<file path="src/common/edge_menu_map.svh">
// Constants of the card-edge menu and status controller: offsets, fields, resets, timings.
// Assumes a 25 MHz core clock and an APB slave with 32-bit data.
// Functional notes
// - Warnings flash on the display and replace any menu text shown.
// - Only the highest warning shows: laser fault, then link absence, then healthy.
// - A press while a warning shows only hides it; presses and toggles reach the menu again once it is hidden.
// - Laser end-of-life raises the laser fault warning.
// - Link down raises link absence; link up without problems shows healthy.
// - Optical power reads as signed whole dBm in 1 dBm steps from -40.
// - Pressing on the power item at level one shows the power readout.
// - Power below -40 dBm shows the low text instead of a number.
// - Power above the maximum shows the over-range text instead of a number.
// - One LED per channel: four balanced, then serial, then timecode last; 8 or 13.
// - Combined mode lights an LED on input or output activity.
// - Input mode lights an LED on input data transitions.
// - Output mode lights an LED on output data transitions.
// - General input or output modes light an LED while that line is low.
// - In the mode menu the toggle steps modes; a press commits and returns to level one.
// - Reset indicator mode is combined activity.
// - Each of four balanced channels holds point-to-point or multidrop.
// - Line type is stored per channel; toggle picks the channel, press confirms.
// - In the type item toggle flips type; press commits and returns to level three.
// - Back at level three returns to level two, changing nothing.
// - Reset line type of every balanced channel is point-to-point.
// - A press on an item with a sub-level descends a level; the toggle moves through the current level.
// - Latest selections are kept in non-volatile storage across power loss.
// - The data rate item is offered only while the channel is multidrop.
`ifndef EDGE_MENU_MAP_SVH
`define EDGE_MENU_MAP_SVH
`define CLK_KHZ 25000
`define DEBOUNCE_US 10000
`define STRETCH_US 50000
`define DEBOUNCE_CYC ((`DEBOUNCE_US * `CLK_KHZ + 999) / 1000)
`define STRETCH_CYC ((`STRETCH_US * `CLK_KHZ + 999) / 1000)
`define PWR_MIN_DBM (-40)
`define PWR_MAX_DBM 5
`define OFS_CTRL 12'h000
`define OFS_STATUS 12'h004
`define CTRL_MODE_LSB 0
`define CTRL_TYPE_LSB 4
`define ST_WARN_LSB 0
`define ST_SHOWN_BIT 2
`define ST_PWR_LSB 8
`define ST_MENU_LSB 16
`define MODE_RESET 3'h0
`define TYPE_RESET 4'h0
`endif

</file>
<file path="src/common/edge_menu_pkg.sv">
// Types of the card-edge menu and status controller.
// Assumes edge_menu_map.svh supplies all numeric constants.
package edge_menu_pkg;
  typedef enum logic [2:0] {
    S_L1 = 3'b000, S_PWR = 3'b001, S_MODE = 3'b010,
    S_CHAN = 3'b011, S_L3 = 3'b100, S_TYPE = 3'b101
  } menu_state_type;
  typedef enum logic [2:0] {
    M_COMBINED = 3'b000, M_INPUT = 3'b001, M_OUTPUT = 3'b010,
    M_GEN_IN = 3'b011, M_GEN_OUT = 3'b100
  } led_mode_type;
  typedef enum logic [1:0] {
    W_OK = 2'b00, W_LINK = 2'b01, W_LASER = 2'b10
  } warn_type;
  typedef enum logic [4:0] {
    T_OK, T_LINK, T_LASER, T_PWR, T_STAT, T_CTRL, T_NUM, T_LOW, T_OVER,
    T_BOTH, T_IN, T_OUT, T_GEN_IN, T_GEN_OUT, T_CHAN, T_BACK, T_TYPE, T_RATE,
    T_P2P, T_MDROP
  } text_type;
  typedef struct packed {
    text_type text;
    logic signed [7:0] value;
    logic flash;
  } display_type;
  typedef struct packed {
    logic laser_eol;
    logic link_up;
    logic input_fault;
  } link_status_type;
endpackage

</file>
<file path="src/hdl/edge_menu_ctrl.sv">
// Card-edge menu, warning display, activity LEDs and line type store, with an APB slave.
// Assumes pushbutton, toggle and channel data arrive asynchronously on pins; link status,
// power and the non-volatile store run on core_clk.
`timescale 1ns/1ps
`include "edge_menu_map.svh"
module edge_menu_ctrl #(
  parameter int LED_COUNT = 8,
  parameter int DEBOUNCE_CYC = `DEBOUNCE_CYC,
  parameter int STRETCH_CYC = `STRETCH_CYC
) (
  // Clock and reset.
  input wire logic core_clk,
  input wire logic srst,
  // APB slave.
  input wire logic psel,
  input wire logic penable,
  input wire logic pwrite,
  input wire logic [11:0] paddr,
  input wire logic [31:0] pwdata,
  output logic [31:0] prdata,
  output logic pready,
  output logic pslverr,
  // Operator controls, raw pins.
  input wire logic button_pin,
  input wire logic toggle_up_pin,
  input wire logic toggle_down_pin,
  // Link status and power reading.
  input wire edge_menu_pkg::link_status_type link_status,
  input wire logic signed [7:0] power_dbm,
  // Channel data and general lines, raw pins.
  input wire logic [LED_COUNT-1:0] chan_in_pin,
  input wire logic [LED_COUNT-1:0] chan_out_pin,
  input wire logic [LED_COUNT-1:0] gen_line_n_pin,
  // Non-volatile store.
  input wire logic nv_load,
  input wire logic [6:0] nv_load_data,
  output logic nv_store,
  output logic [6:0] nv_store_data,
  // Display, LEDs and line types.
  output edge_menu_pkg::display_type display,
  output logic [LED_COUNT-1:0] led,
  output logic [3:0] multidrop
);
  import edge_menu_pkg::*;

  localparam bit GPIO_VARIANT = (LED_COUNT == 13);
  localparam int DW = $clog2(DEBOUNCE_CYC + 1);
  localparam int SW = $clog2(STRETCH_CYC + 1);
  localparam logic [2:0] MODE_LAST = GPIO_VARIANT ? 3'h4 : 3'h2;
  localparam logic signed [7:0] PWR_MIN = 8'(`PWR_MIN_DBM);
  localparam logic signed [7:0] PWR_MAX = 8'(`PWR_MAX_DBM);

  // Steps a menu index up or down with wrap-around.
  function automatic logic [2:0] step(input logic [2:0] v, input logic [2:0] last,
                                      input logic up);
    if (up) begin
      step = (v == last) ? 3'h0 : v + 3'h1;
    end else begin
      step = (v == 3'h0) ? last : v - 3'h1;
    end
  endfunction

  // Two-stage synchronisers for every pin; a third stage feeds edge detection only.
  logic [2:0] ctl_s1_reg, ctl_s2_reg;
  logic [LED_COUNT-1:0] in_s1_reg, in_s2_reg, in_s3_reg;
  logic [LED_COUNT-1:0] out_s1_reg, out_s2_reg, out_s3_reg;
  logic [LED_COUNT-1:0] gen_s1_reg, gen_s2_reg;
  always_ff @(posedge core_clk) begin
    ctl_s1_reg <= {toggle_down_pin, toggle_up_pin, button_pin};
    ctl_s2_reg <= ctl_s1_reg;
    in_s1_reg <= chan_in_pin;
    in_s2_reg <= in_s1_reg;
    in_s3_reg <= in_s2_reg;
    out_s1_reg <= chan_out_pin;
    out_s2_reg <= out_s1_reg;
    out_s3_reg <= out_s2_reg;
    gen_s1_reg <= gen_line_n_pin;
    gen_s2_reg <= gen_s1_reg;
  end

  // Debounce: a level must stay put for DEBOUNCE_CYC cycles before it is accepted, and
  // only the accepted rising edge makes a one-cycle event, so bounce never repeats it.
  logic [2:0] ctl_stable_reg, ctl_event;
  genvar g;
  generate
    for (g = 0; g < 3; g++) begin : gen_deb
      logic [DW-1:0] cnt_reg;
      logic [DW-1:0] cnt_next;
      logic stable_reg;
      assign ctl_stable_reg[g] = stable_reg;
      assign cnt_next = (ctl_s2_reg[g] == ctl_stable_reg[g]) ? '0 : cnt_reg + 1'b1;
      assign ctl_event[g] = ctl_s2_reg[g] && !ctl_stable_reg[g]
                            && (cnt_reg == DW'(DEBOUNCE_CYC - 1));
      always_ff @(posedge core_clk) begin
        if (srst) begin
          cnt_reg <= '0;
          stable_reg <= 1'b0;
        end else if (cnt_reg == DW'(DEBOUNCE_CYC - 1)) begin
          cnt_reg <= '0;
          stable_reg <= ctl_s2_reg[g];
        end else begin
          cnt_reg <= cnt_next;
        end
      end
    end
  endgenerate
  wire press = ctl_event[0];
  wire tog_up = ctl_event[1];
  wire tog_dn = ctl_event[2] && !ctl_event[1];
  wire tog = tog_up || tog_dn;

  // Warning priority: laser fault over link absence over healthy.
  warn_type warn;
  assign warn = link_status.laser_eol ? W_LASER :
                !link_status.link_up ? W_LINK : W_OK;
  wire healthy = (warn == W_OK) && !link_status.input_fault;

  // A warning is shown until pressed away or cleared; a rise to a new warning re-arms it, and the
  // re-arm wins over a press in the same cycle so a fresh fault is never hidden.
  warn_type warn_last_reg;
  logic warn_shown_reg;
  wire warn_rise = (warn != W_OK) && (warn != warn_last_reg);
  wire warn_hide = press && warn_shown_reg;
  always_ff @(posedge core_clk) begin
    if (srst) begin
      warn_last_reg <= W_OK;
      warn_shown_reg <= 1'b0;
    end else begin
      warn_last_reg <= warn;
      if (warn_rise) begin
        warn_shown_reg <= 1'b1;
      end else if (warn_hide || warn == W_OK) begin
        warn_shown_reg <= 1'b0;
      end
    end
  end

  // Menu state. Presses consumed by hiding a warning do nothing else.
  menu_state_type state_reg, state_next;
  logic [2:0] sel_reg, sel_next, chan_reg, chan_next;
  led_mode_type mode_reg;
  logic [3:0] type_reg;
  wire act_press = press && !warn_shown_reg;
  wire act_tog = tog && !warn_shown_reg;
  wire chan_md = type_reg[chan_reg[1:0]];
  wire [2:0] l3_next = step(sel_reg, 3'h2, tog_up);
  wire [2:0] l3_skip = (l3_next == 3'h1 && !chan_md) ? step(l3_next, 3'h2, tog_up) : l3_next;
  wire commit_mode = (state_reg == S_MODE) && act_press;
  wire commit_type = (state_reg == S_TYPE) && act_press;

  // Next-state decode; the mode and type edits keep their shown value in sel_reg.
  always_comb begin
    state_next = state_reg;
    sel_next = sel_reg;
    chan_next = chan_reg;
    unique case (state_reg)
      S_L1: begin
        if (act_tog) begin
          sel_next = step(sel_reg, 3'h3, tog_up);
        end else if (act_press) begin
          unique case (sel_reg[1:0])
            2'h1: state_next = S_PWR;
            2'h2: begin
              state_next = S_MODE;
              sel_next = mode_reg;
            end
            2'h3: begin
              state_next = S_CHAN;
              sel_next = 3'h0;
            end
            default: state_next = S_L1;
          endcase
        end
      end
      S_PWR: begin
        if (act_press) begin
          state_next = S_L1;
        end
      end
      S_MODE: begin
        if (act_tog) begin
          sel_next = step(sel_reg, MODE_LAST, tog_up);
        end else if (act_press) begin
          state_next = S_L1;
          sel_next = 3'h2;
        end
      end
      S_CHAN: begin
        if (act_tog) begin
          sel_next = step(sel_reg, 3'h4, tog_up);
        end else if (act_press && sel_reg == 3'h4) begin
          state_next = S_L1;
          sel_next = 3'h3;
        end else if (act_press) begin
          state_next = S_L3;
          chan_next = sel_reg;
          sel_next = 3'h0;
        end
      end
      S_L3: begin
        if (act_tog) begin
          sel_next = l3_skip;
        end else if (act_press && sel_reg == 3'h2) begin
          state_next = S_CHAN;
          sel_next = chan_reg;
        end else if (act_press && sel_reg == 3'h0) begin
          state_next = S_TYPE;
          sel_next = {2'h0, chan_md};
        end
      end
      S_TYPE: begin
        if (act_tog) begin
          sel_next = {2'h0, !sel_reg[0]};
        end else if (act_press) begin
          state_next = S_L3;
          sel_next = 3'h0;
        end
      end
      default: state_next = S_L1;
    endcase
  end

  // APB decode; the slave answers in the access cycle with no wait.
  wire apb_wr = psel && penable && pwrite;
  wire hit_ctrl = (paddr == `OFS_CTRL);
  wire hit_stat = (paddr == `OFS_STATUS);
  wire sw_ctrl = apb_wr && hit_ctrl;
  wire [2:0] sw_mode = pwdata[`CTRL_MODE_LSB +: 3];
  wire sw_mode_ok = (sw_mode <= MODE_LAST);

  // Settings: menu commits, software writes and a store restore all land here.
  logic save_reg;
  always_ff @(posedge core_clk) begin
    if (srst) begin
      state_reg <= S_L1;
      sel_reg <= 3'h0;
      chan_reg <= 3'h0;
      mode_reg <= led_mode_type'(`MODE_RESET);
      type_reg <= `TYPE_RESET;
      save_reg <= 1'b0;
    end else begin
      state_reg <= state_next;
      sel_reg <= sel_next;
      chan_reg <= chan_next;
      save_reg <= commit_mode || commit_type || sw_ctrl;
      if (nv_load) begin
        mode_reg <= led_mode_type'(nv_load_data[2:0]);
        type_reg <= nv_load_data[6:3];
      end else if (commit_mode) begin
        mode_reg <= led_mode_type'(sel_reg);
      end else if (commit_type) begin
        type_reg[chan_reg[1:0]] <= sel_reg[0];
      end else if (sw_ctrl) begin
        if (sw_mode_ok) begin
          mode_reg <= led_mode_type'(sw_mode);
        end
        type_reg <= pwdata[`CTRL_TYPE_LSB +: 4];
      end
    end
  end

  // The store sees the settings word one cycle after any change is committed.
  always_ff @(posedge core_clk) begin
    if (srst) begin
      nv_store <= 1'b0;
      nv_store_data <= {`TYPE_RESET, `MODE_RESET};
    end else begin
      nv_store <= save_reg;
      nv_store_data <= {type_reg, mode_reg};
    end
  end
  assign multidrop = type_reg;

  // Activity: each transition reloads a per-LED hold counter, so even a single edge
  // stays visible for STRETCH_CYC cycles; the cost is two counters per LED, one for input and one for output.
  logic [LED_COUNT-1:0] in_act, out_act;
  generate
    for (g = 0; g < LED_COUNT; g++) begin : gen_led
      logic [SW-1:0] in_cnt_reg, out_cnt_reg;
      wire in_edge = in_s2_reg[g] ^ in_s3_reg[g];
      wire out_edge = out_s2_reg[g] ^ out_s3_reg[g];
      assign in_act[g] = (in_cnt_reg != '0);
      assign out_act[g] = (out_cnt_reg != '0);
      always_ff @(posedge core_clk) begin
        if (srst) begin
          in_cnt_reg <= '0;
          out_cnt_reg <= '0;
        end else begin
          in_cnt_reg <= in_edge ? SW'(STRETCH_CYC) : (in_act[g] ? in_cnt_reg - 1'b1 : '0);
          out_cnt_reg <= out_edge ? SW'(STRETCH_CYC) : (out_act[g] ? out_cnt_reg - 1'b1 : '0);
        end
      end
    end
  endgenerate

  // LED select per mode; LED order follows the channel order at the pins.
  logic [LED_COUNT-1:0] led_next;
  always_comb begin
    unique case (mode_reg)
      M_COMBINED: led_next = in_act | out_act;
      M_INPUT: led_next = in_act;
      M_OUTPUT: led_next = out_act;
      M_GEN_IN, M_GEN_OUT: led_next = GPIO_VARIANT ? ~gen_s2_reg : '0;
      default: led_next = '0;
    endcase
  end
  always_ff @(posedge core_clk) begin
    if (srst) begin
      led <= '0;
    end else begin
      led <= led_next;
    end
  end

  // Display text; a shown warning flashes over anything else.
  wire pwr_low = (power_dbm < PWR_MIN);
  wire pwr_over = (power_dbm > PWR_MAX);
  text_type menu_text;
  always_comb begin
    unique case (state_reg)
      S_L1: menu_text = (sel_reg == 3'h0) ? (healthy ? T_OK : (warn == W_LASER ? T_LASER :
                        (warn == W_LINK ? T_LINK : T_BACK))) :
                        (sel_reg == 3'h1) ? T_PWR : (sel_reg == 3'h2) ? T_STAT : T_CTRL;
      S_PWR: menu_text = pwr_low ? T_LOW : (pwr_over ? T_OVER : T_NUM);
      S_MODE: menu_text = text_type'(5'(T_BOTH) + 5'(sel_reg));
      S_CHAN: menu_text = (sel_reg == 3'h4) ? T_BACK : T_CHAN;
      S_L3: menu_text = (sel_reg == 3'h0) ? T_TYPE : (sel_reg == 3'h1) ? T_RATE : T_BACK;
      S_TYPE: menu_text = sel_reg[0] ? T_MDROP : T_P2P;
      default: menu_text = T_OK;
    endcase
  end
  always_ff @(posedge core_clk) begin
    if (srst) begin
      display <= '{text: T_OK, value: 8'sh00, flash: 1'b0};
    end else if (warn_shown_reg) begin
      display.text <= (warn == W_LASER) ? T_LASER : T_LINK;
      display.value <= 8'sh00;
      display.flash <= 1'b1;
    end else begin
      display.text <= menu_text;
      display.value <= (state_reg == S_PWR) ? power_dbm :
                       (state_reg == S_CHAN) ? 8'(sel_reg) + 8'sh01 : 8'sh00;
      display.flash <= 1'b0;
    end
  end

  // APB read mux and answer; unmapped addresses read zero with an error.
  logic [31:0] rd_word;
  assign rd_word = hit_ctrl ? {24'h0, type_reg, 1'b0, mode_reg} :
                   hit_stat ? {13'h0, state_reg, power_dbm, 5'h0,
                               warn_shown_reg, warn} : 32'h0;
  assign pready = 1'b1;
  assign pslverr = psel && penable && !(hit_ctrl || hit_stat);
  // Read data is captured in the setup cycle, so the access cycle shows a flop and still
  // needs no wait state; outside a read access the bus returns to zero.
  always_ff @(posedge core_clk) begin
    if (srst) begin
      prdata <= 32'h0;
    end else if (psel && !penable && !pwrite) begin
      prdata <= rd_word;
    end else begin
      prdata <= 32'h0;
    end
  end

  // Checks on the guarded logic.
  debounce_pulse_a: assert property (@(posedge core_clk) disable iff (srst)
    press |=> !press) else $error("press lasted more than one cycle");
  warn_priority_a: assert property (@(posedge core_clk) disable iff (srst)
    (warn_shown_reg && link_status.laser_eol) |=> display.text == T_LASER && display.flash)
    else $error("laser fault not shown first");
  warn_hide_a: assert property (@(posedge core_clk) disable iff (srst)
    (warn_hide && !warn_rise) |=> !warn_shown_reg && state_reg == $past(state_reg))
    else $error("press did not only hide the warning");
  pwr_low_a: assert property (@(posedge core_clk) disable iff (srst)
    (state_reg == S_PWR && !warn_shown_reg && power_dbm < PWR_MIN) |=> display.text == T_LOW)
    else $error("low reading not shown");
  mode_commit_a: assert property (@(posedge core_clk) disable iff (srst)
    (commit_mode && !nv_load) |=> mode_reg == $past(sel_reg) && state_reg == S_L1)
    else $error("mode commit wrong");
  type_commit_a: assert property (@(posedge core_clk) disable iff (srst)
    (commit_type && !nv_load) |=> state_reg == S_L3 ##1 nv_store)
    else $error("type commit did not return or store");
  back_keep_a: assert property (@(posedge core_clk) disable iff (srst)
    (state_reg == S_L3 && act_press && sel_reg == 3'h2 && !sw_ctrl && !nv_load)
    |=> state_reg == S_CHAN && $stable(type_reg)) else $error("back changed a setting");
  rate_hidden_a: assert property (@(posedge core_clk) disable iff (srst)
    (state_reg == S_L3 && sel_reg == 3'h1) |-> chan_md)
    else $error("rate item offered on point-to-point");
  led_input_a: assert property (@(posedge core_clk) disable iff (srst)
    (mode_reg == M_INPUT && in_s2_reg[0] != in_s3_reg[0]) |=> ##1 led[0])
    else $error("input transition did not light its led");
endmodule // edge_menu_ctrl

</file>
<file path="config.mk">
export PLATFORM = sky130hd
export DESIGN_NAME = edge_menu_ctrl
export DESIGN_NICKNAME = d
export VERILOG_FILES = /design/src/common/edge_menu_pkg.sv /design/src/hdl/edge_menu_ctrl.sv
export VERILOG_INCLUDE_DIRS = /design/src /design/src/common
export SDC_FILE = /design/constraint.sdc
export NUM_CORES = 1
export LEC_CHECK = 0
export BUFFER_PORTS_ARGS = -buffer_cell sky130_fd_sc_hd__buf_4
export CORE_ASPECT_RATIO = 0.5
export CORE_UTILIZATION = 40
export CTS_BUF_LIST = sky130_fd_sc_hd__clkbuf_4
export DETAILED_ROUTE_END_ITERATION = 8
export MAX_ROUTING_LAYER = met4
export PLACE_DENSITY = 0.58
export SLEW_MARGIN = 20
export SYNTH_ARGS = -nofsm -noshare
export SYNTH_HDL_FRONTEND = slang
export SYNTH_SLANG_ARGS = --single-unit
</file>
<file path="constraint.sdc">
create_clock -name core_clk -period 2.4 [get_ports core_clk]
set_clock_uncertainty 0.15 [all_clocks]
set_input_delay 0.36 -clock core_clk [delete_from_list [all_inputs] [get_ports core_clk]]
set_output_delay 0.36 -clock core_clk [all_outputs]
set_load 0.01 [all_outputs]
</file>
==> results summary <==
The initial antenna violation count came out at 2. The clock drives around 520 sinks. For this configuration, the core starts out at a cell density of 0.4099.

The number of global-route vias before repair came out at approximately 18000. By instance count, the cell type seen most on the critical path is sky130_fd_sc_hd__or4_4. Sorting the synthesized cells by area gives the leading types as sky130_fd_sc_hd__dfxtp_1, sky130_fd_sc_hd__xnor2_1, sky130_fd_sc_hd__nor2_1. Along the worst hold path, the cell count comes to 7. The critical path buffer and inverter count is 1. The commonest non-fill, non-tap cell in the layout is sky130_fd_sc_hd__dfxtp_1. The endpoint required time on the critical path came out at approximately 3 ns.

The flow ran to the end, but the final reports show violations. The arrival time at the worst endpoint came out at roughly 3.2 ns. The filler cell count in the final layout came out at between 4000 and 5000. The final reports fail on setup timing.

The floorplan core area came out at 0.05256 mm^2. The path length in cells of the critical path came out at 8. The count of buffers from port buffering is around 110. In this run, the number of DRC markers left after iteration 0 of detailed routing was about 930. Setup repair after global routing could not meet its margin everywhere.

Summing all flip-flop and latch instances after layout gives between 0.01 and 0.015 mm^2. The setup slack after layout is -0.1937 ns. Entering global routing, the biggest net connects 38 pins. The number of flip-flops and latches in the synthesized netlist came out at approximately 520.

The max-slew violation count came out at 0. After detailed routing, the average wire length per cell comes to 13.67 um. The sequential fraction of the synthesis area came out at 0.4785.

The area of the multi-input gates came out at roughly 0.012 mm^2. The number of buffers between clock root and the deepest sink came out at 3. The clock slew at the register clock pins of the worst setup and hold paths came out at ~0.080 ns.

The fraction of synthesized cell area taken by the top area cell type is 0.4785. Relative to the synthesized area, the layout overhead comes to 33.93%. At the later pin of the worst-skew pair, clock insertion delay measures approximately 0.92 ns.

The setup-violating endpoint count in the final report came out at 67. The Yosys step of the flow raised 0 warnings. The number of buffers created by CTS is approximately 120. The detail route stage leaves a number of antenna-violating nets equal to 0. The worst ir drop on vdd came out at roughly 0.36 mV. The largest individual stage delay along the critical path comes from the cell sky130_fd_sc_hd__or4_4. The final RePlAce weighted congestion came out at 0.8970.

STA classifies the critical path startpoint as a flip-flop. The distinct cell type count of the synthesized netlist is 86. The critical path's largest stage delay is 0.54 ns. The reported max-cap violation count is 0.

The mean post-synth cell area is ~8.9 um^2. The number of top-level design ports is ~160. Summed over all cells, the static leakage comes to about 12 nW.

TritonCTS built the clock tree. The path class of the tightest hold or removal check is input port to flip-flop. The first-pass GRT wire length came out at between 80000 and 90000 um. Dividing total power by cell area gives a power density of approximately 740 mW/mm^2.

For this run, the leading register cell type out of synthesis is sky130_fd_sc_hd__dfxtp_1. The top cell types in the final layout, fill and taps aside, are sky130_fd_sc_hd__dfxtp_1, sky130_fd_sc_hd__buf_4, sky130_fd_sc_hd__nor2_1. The critical path goes through or4_4 -> nor3_4 -> nand3b_2 -> or3_4 -> or4_4 -> buf_6 -> nand2_1 -> a21oi_1.

The final critical path time including I/O delays and setup is between 2 and 3 ns. The worst setup timing slack at the placement stage is -0.3206 ns. The floorplan die area is 0.05485 mm^2.

The total DRC errors in the routed layout came out at 0. Measured against its own limit, the worst slew margin works out to 0.4156. The die is roughly 170 um tall. The H-tree was split into 3 levels. The worst reg2reg path depth is 8. The total congestion overflow after global routing is 0. In the global route stage, overall resource usage came out at 0.1914. The number of synthesized flops with an enable pin came out at 0. The share of layout cells above drive strength 1 is 0.2710. sky130_fd_sc_hd__dfxtp_1 takes more of the synthesized area than any other cell. The post-route fraction of the period consumed by the critical path came out at 1.081. Of all nets on the critical path, the largest fanout is 5. The total number of placement rows came out at 59. The kind of cell with the highest combined delay along the critical path is simple AND/OR/NAND/NOR gates.

Final hold analysis gives a worst-case slack of around 0.042 ns. For this run, asynchronously set or reset flops after synthesis account for 0. The final HPWL from detailed placement is 34660 um. The mapped cell area is ~0.022 mm^2. The worst setup path is of the flip-flop to flip-flop kind.

STA classifies the critical path endpoint as a flip-flop. The achievable frequency is 0.3856 GHz. From left edge to right edge, the die measures about 330 um.

The count of mapped cells out of synthesis is approximately 2400. The first detailed-routing pass took 5 iterations. The actual slew at the worst max-slew pin came out at a little under 0.9 ns. The final hold violation count was 0. Detailed routing inserted a total of around 18000 vias.

The vias per cell came out at just under 5. The post-detailed-routing wire length is around 51000 um. The number of nets in the finished design is between 3000 and 4000. The root buffer cell is sky130_fd_sc_hd__clkbuf_4.
## cells in the mapped netlist (4+ instances only)
library cell,n
sky130_fd_sc_hd__dfxtp_1,515
sky130_fd_sc_hd__nor2_1,403
sky130_fd_sc_hd__xnor2_1,199
sky130_fd_sc_hd__nand2_1,178
sky130_fd_sc_hd__o21ai_0,132
sky130_fd_sc_hd__xor2_1,110
sky130_fd_sc_hd__a21oi_1,99
sky130_fd_sc_hd__nor3_1,97
sky130_fd_sc_hd__nor4_1,64
sky130_fd_sc_hd__inv_1,59
sky130_fd_sc_hd__nand3_1,56
sky130_fd_sc_hd__clkbuf_1,49
sky130_fd_sc_hd__or4_1,47
sky130_fd_sc_hd__or3_1,36
sky130_fd_sc_hd__ha_1,30
sky130_fd_sc_hd__and3_1,29
sky130_fd_sc_hd__and2_1,28
sky130_fd_sc_hd__mux2i_1,24
sky130_fd_sc_hd__nor2b_1,21
sky130_fd_sc_hd__o31ai_1,18
sky130_fd_sc_hd__buf_4,17
sky130_fd_sc_hd__nand4_1,15
sky130_fd_sc_hd__nand2b_1,13
sky130_fd_sc_hd__nor4b_1,12
sky130_fd_sc_hd__or2_2,12
sky130_fd_sc_hd__buf_2,10
sky130_fd_sc_hd__o311ai_0,10
sky130_fd_sc_hd__nand4b_1,9
sky130_fd_sc_hd__o22ai_1,7
sky130_fd_sc_hd__or2_0,7
sky130_fd_sc_hd__a2111oi_0,6
sky130_fd_sc_hd__a21o_1,6
sky130_fd_sc_hd__nand3b_1,6
sky130_fd_sc_hd__a31oi_1,5
sky130_fd_sc_hd__nor3b_1,5
sky130_fd_sc_hd__buf_1,4
sky130_fd_sc_hd__or4_4,4
## area by class of cell
class,count,share of cell area
tap,701,0.03040
timing repair buffer,501,0.1444
clock buffer,175,0.04553
sequential,515,0.3579
antenna,4,0.0003469
inverter,60,0.007805
clock inverter,34,0.008239
multi-input combinational,1774,0.4054
## kinds of logic (layout without fill, tap and decap cells)
logic type | after synthesis | in the layout | synth area share
adders and majority gates | 30 | 30 | 0.01742
xor gates and xnor gates | 309 | 309 | 0.1256
buffers and inverters | 142 | 770 | 0.02915
muxes | 27 | 27 | 0.01324
other | 2 | 19 | 0.0003486
DFF | 515 | 515 | 0.4785
AOI/OAI and AO/OA | 326 | 326 | 0.09002
and+or+nand+nor | 1065 | 1067 | 0.2457
## per-stage QoR
stage / cell area [um^2] / util / instances / power, W / TNS (ns)
after floorplan: 21790 / - / 2429 / 0.01268 / -7.660
after global placement: 25330 / 0.4819 / 3448 / 0.01392 / -13.14
after detailed placement: 25330 / 0.4819 / 3448 / 0.01399 / -15.13
after CTS: 28110 / 0.5348 / 3753 / 0.02150 / -5.073
after global routing: 28850 / 0.5489 / 3763 / 0.02288 / -13.80
final: 28860 / 0.5490 / 3764 / 0.02149 / -5.500
## power by group
part | internal [W] | switching (W)
registers | 0.00930 | 0.000667
logic | 0.00227 | 0.00210
clock network | 0.00366 | 0.00349
total | 0.0152 | 0.00626
## worst reg2reg max path: cells and delay by family, from the launching register on
kind / cells / cell delay [ns]
compound gates: 1 / 0.06
buf+inv: 1 / 0.16
flops: 1 / 0.31
simple gates: 6 / 1.69
## per-layer routing
metal / routed length [um] / GRT usage / vias up
met5: 0 / - / -
li1: - / - / 9500
met1: 23970 / 0.2366 / 8560
met4: 1128 / 0.06251 / 0
met3: 2028 / 0.04061 / 96
met2: 24310 / 0.3098 / 294
## path summary, 6_finish.rpt
kind                                     endpoint                                  from  slack (ns)
max reg2reg  gen_led[6].out_cnt_reg[7]$_SDFF_PP0_  gen_led[6].out_cnt_reg[5]$_SDFF_PP0_       -0.19
min                         prdata[11]$_SDFF_PP0_                              paddr[4]        0.04
min reg2reg                  in_s2_reg[6]$_DFF_P_                  in_s1_reg[6]$_DFF_P_        0.09
max          gen_led[6].out_cnt_reg[7]$_SDFF_PP0_  gen_led[6].out_cnt_reg[5]$_SDFF_PP0_       -0.19
## repair_timing
item | CTS | global route
cloned | 3 | 0
endpoints found under the hold margin | 120 | 4
hold buffers | 86 | 1
resized for setup | 75 | 177
buffers inserted | 8 | 9
pin swaps | 35 | 64
setup endpoints to repair | 126 | 293
No activity file was read; power rests on OpenSTA's default activity.
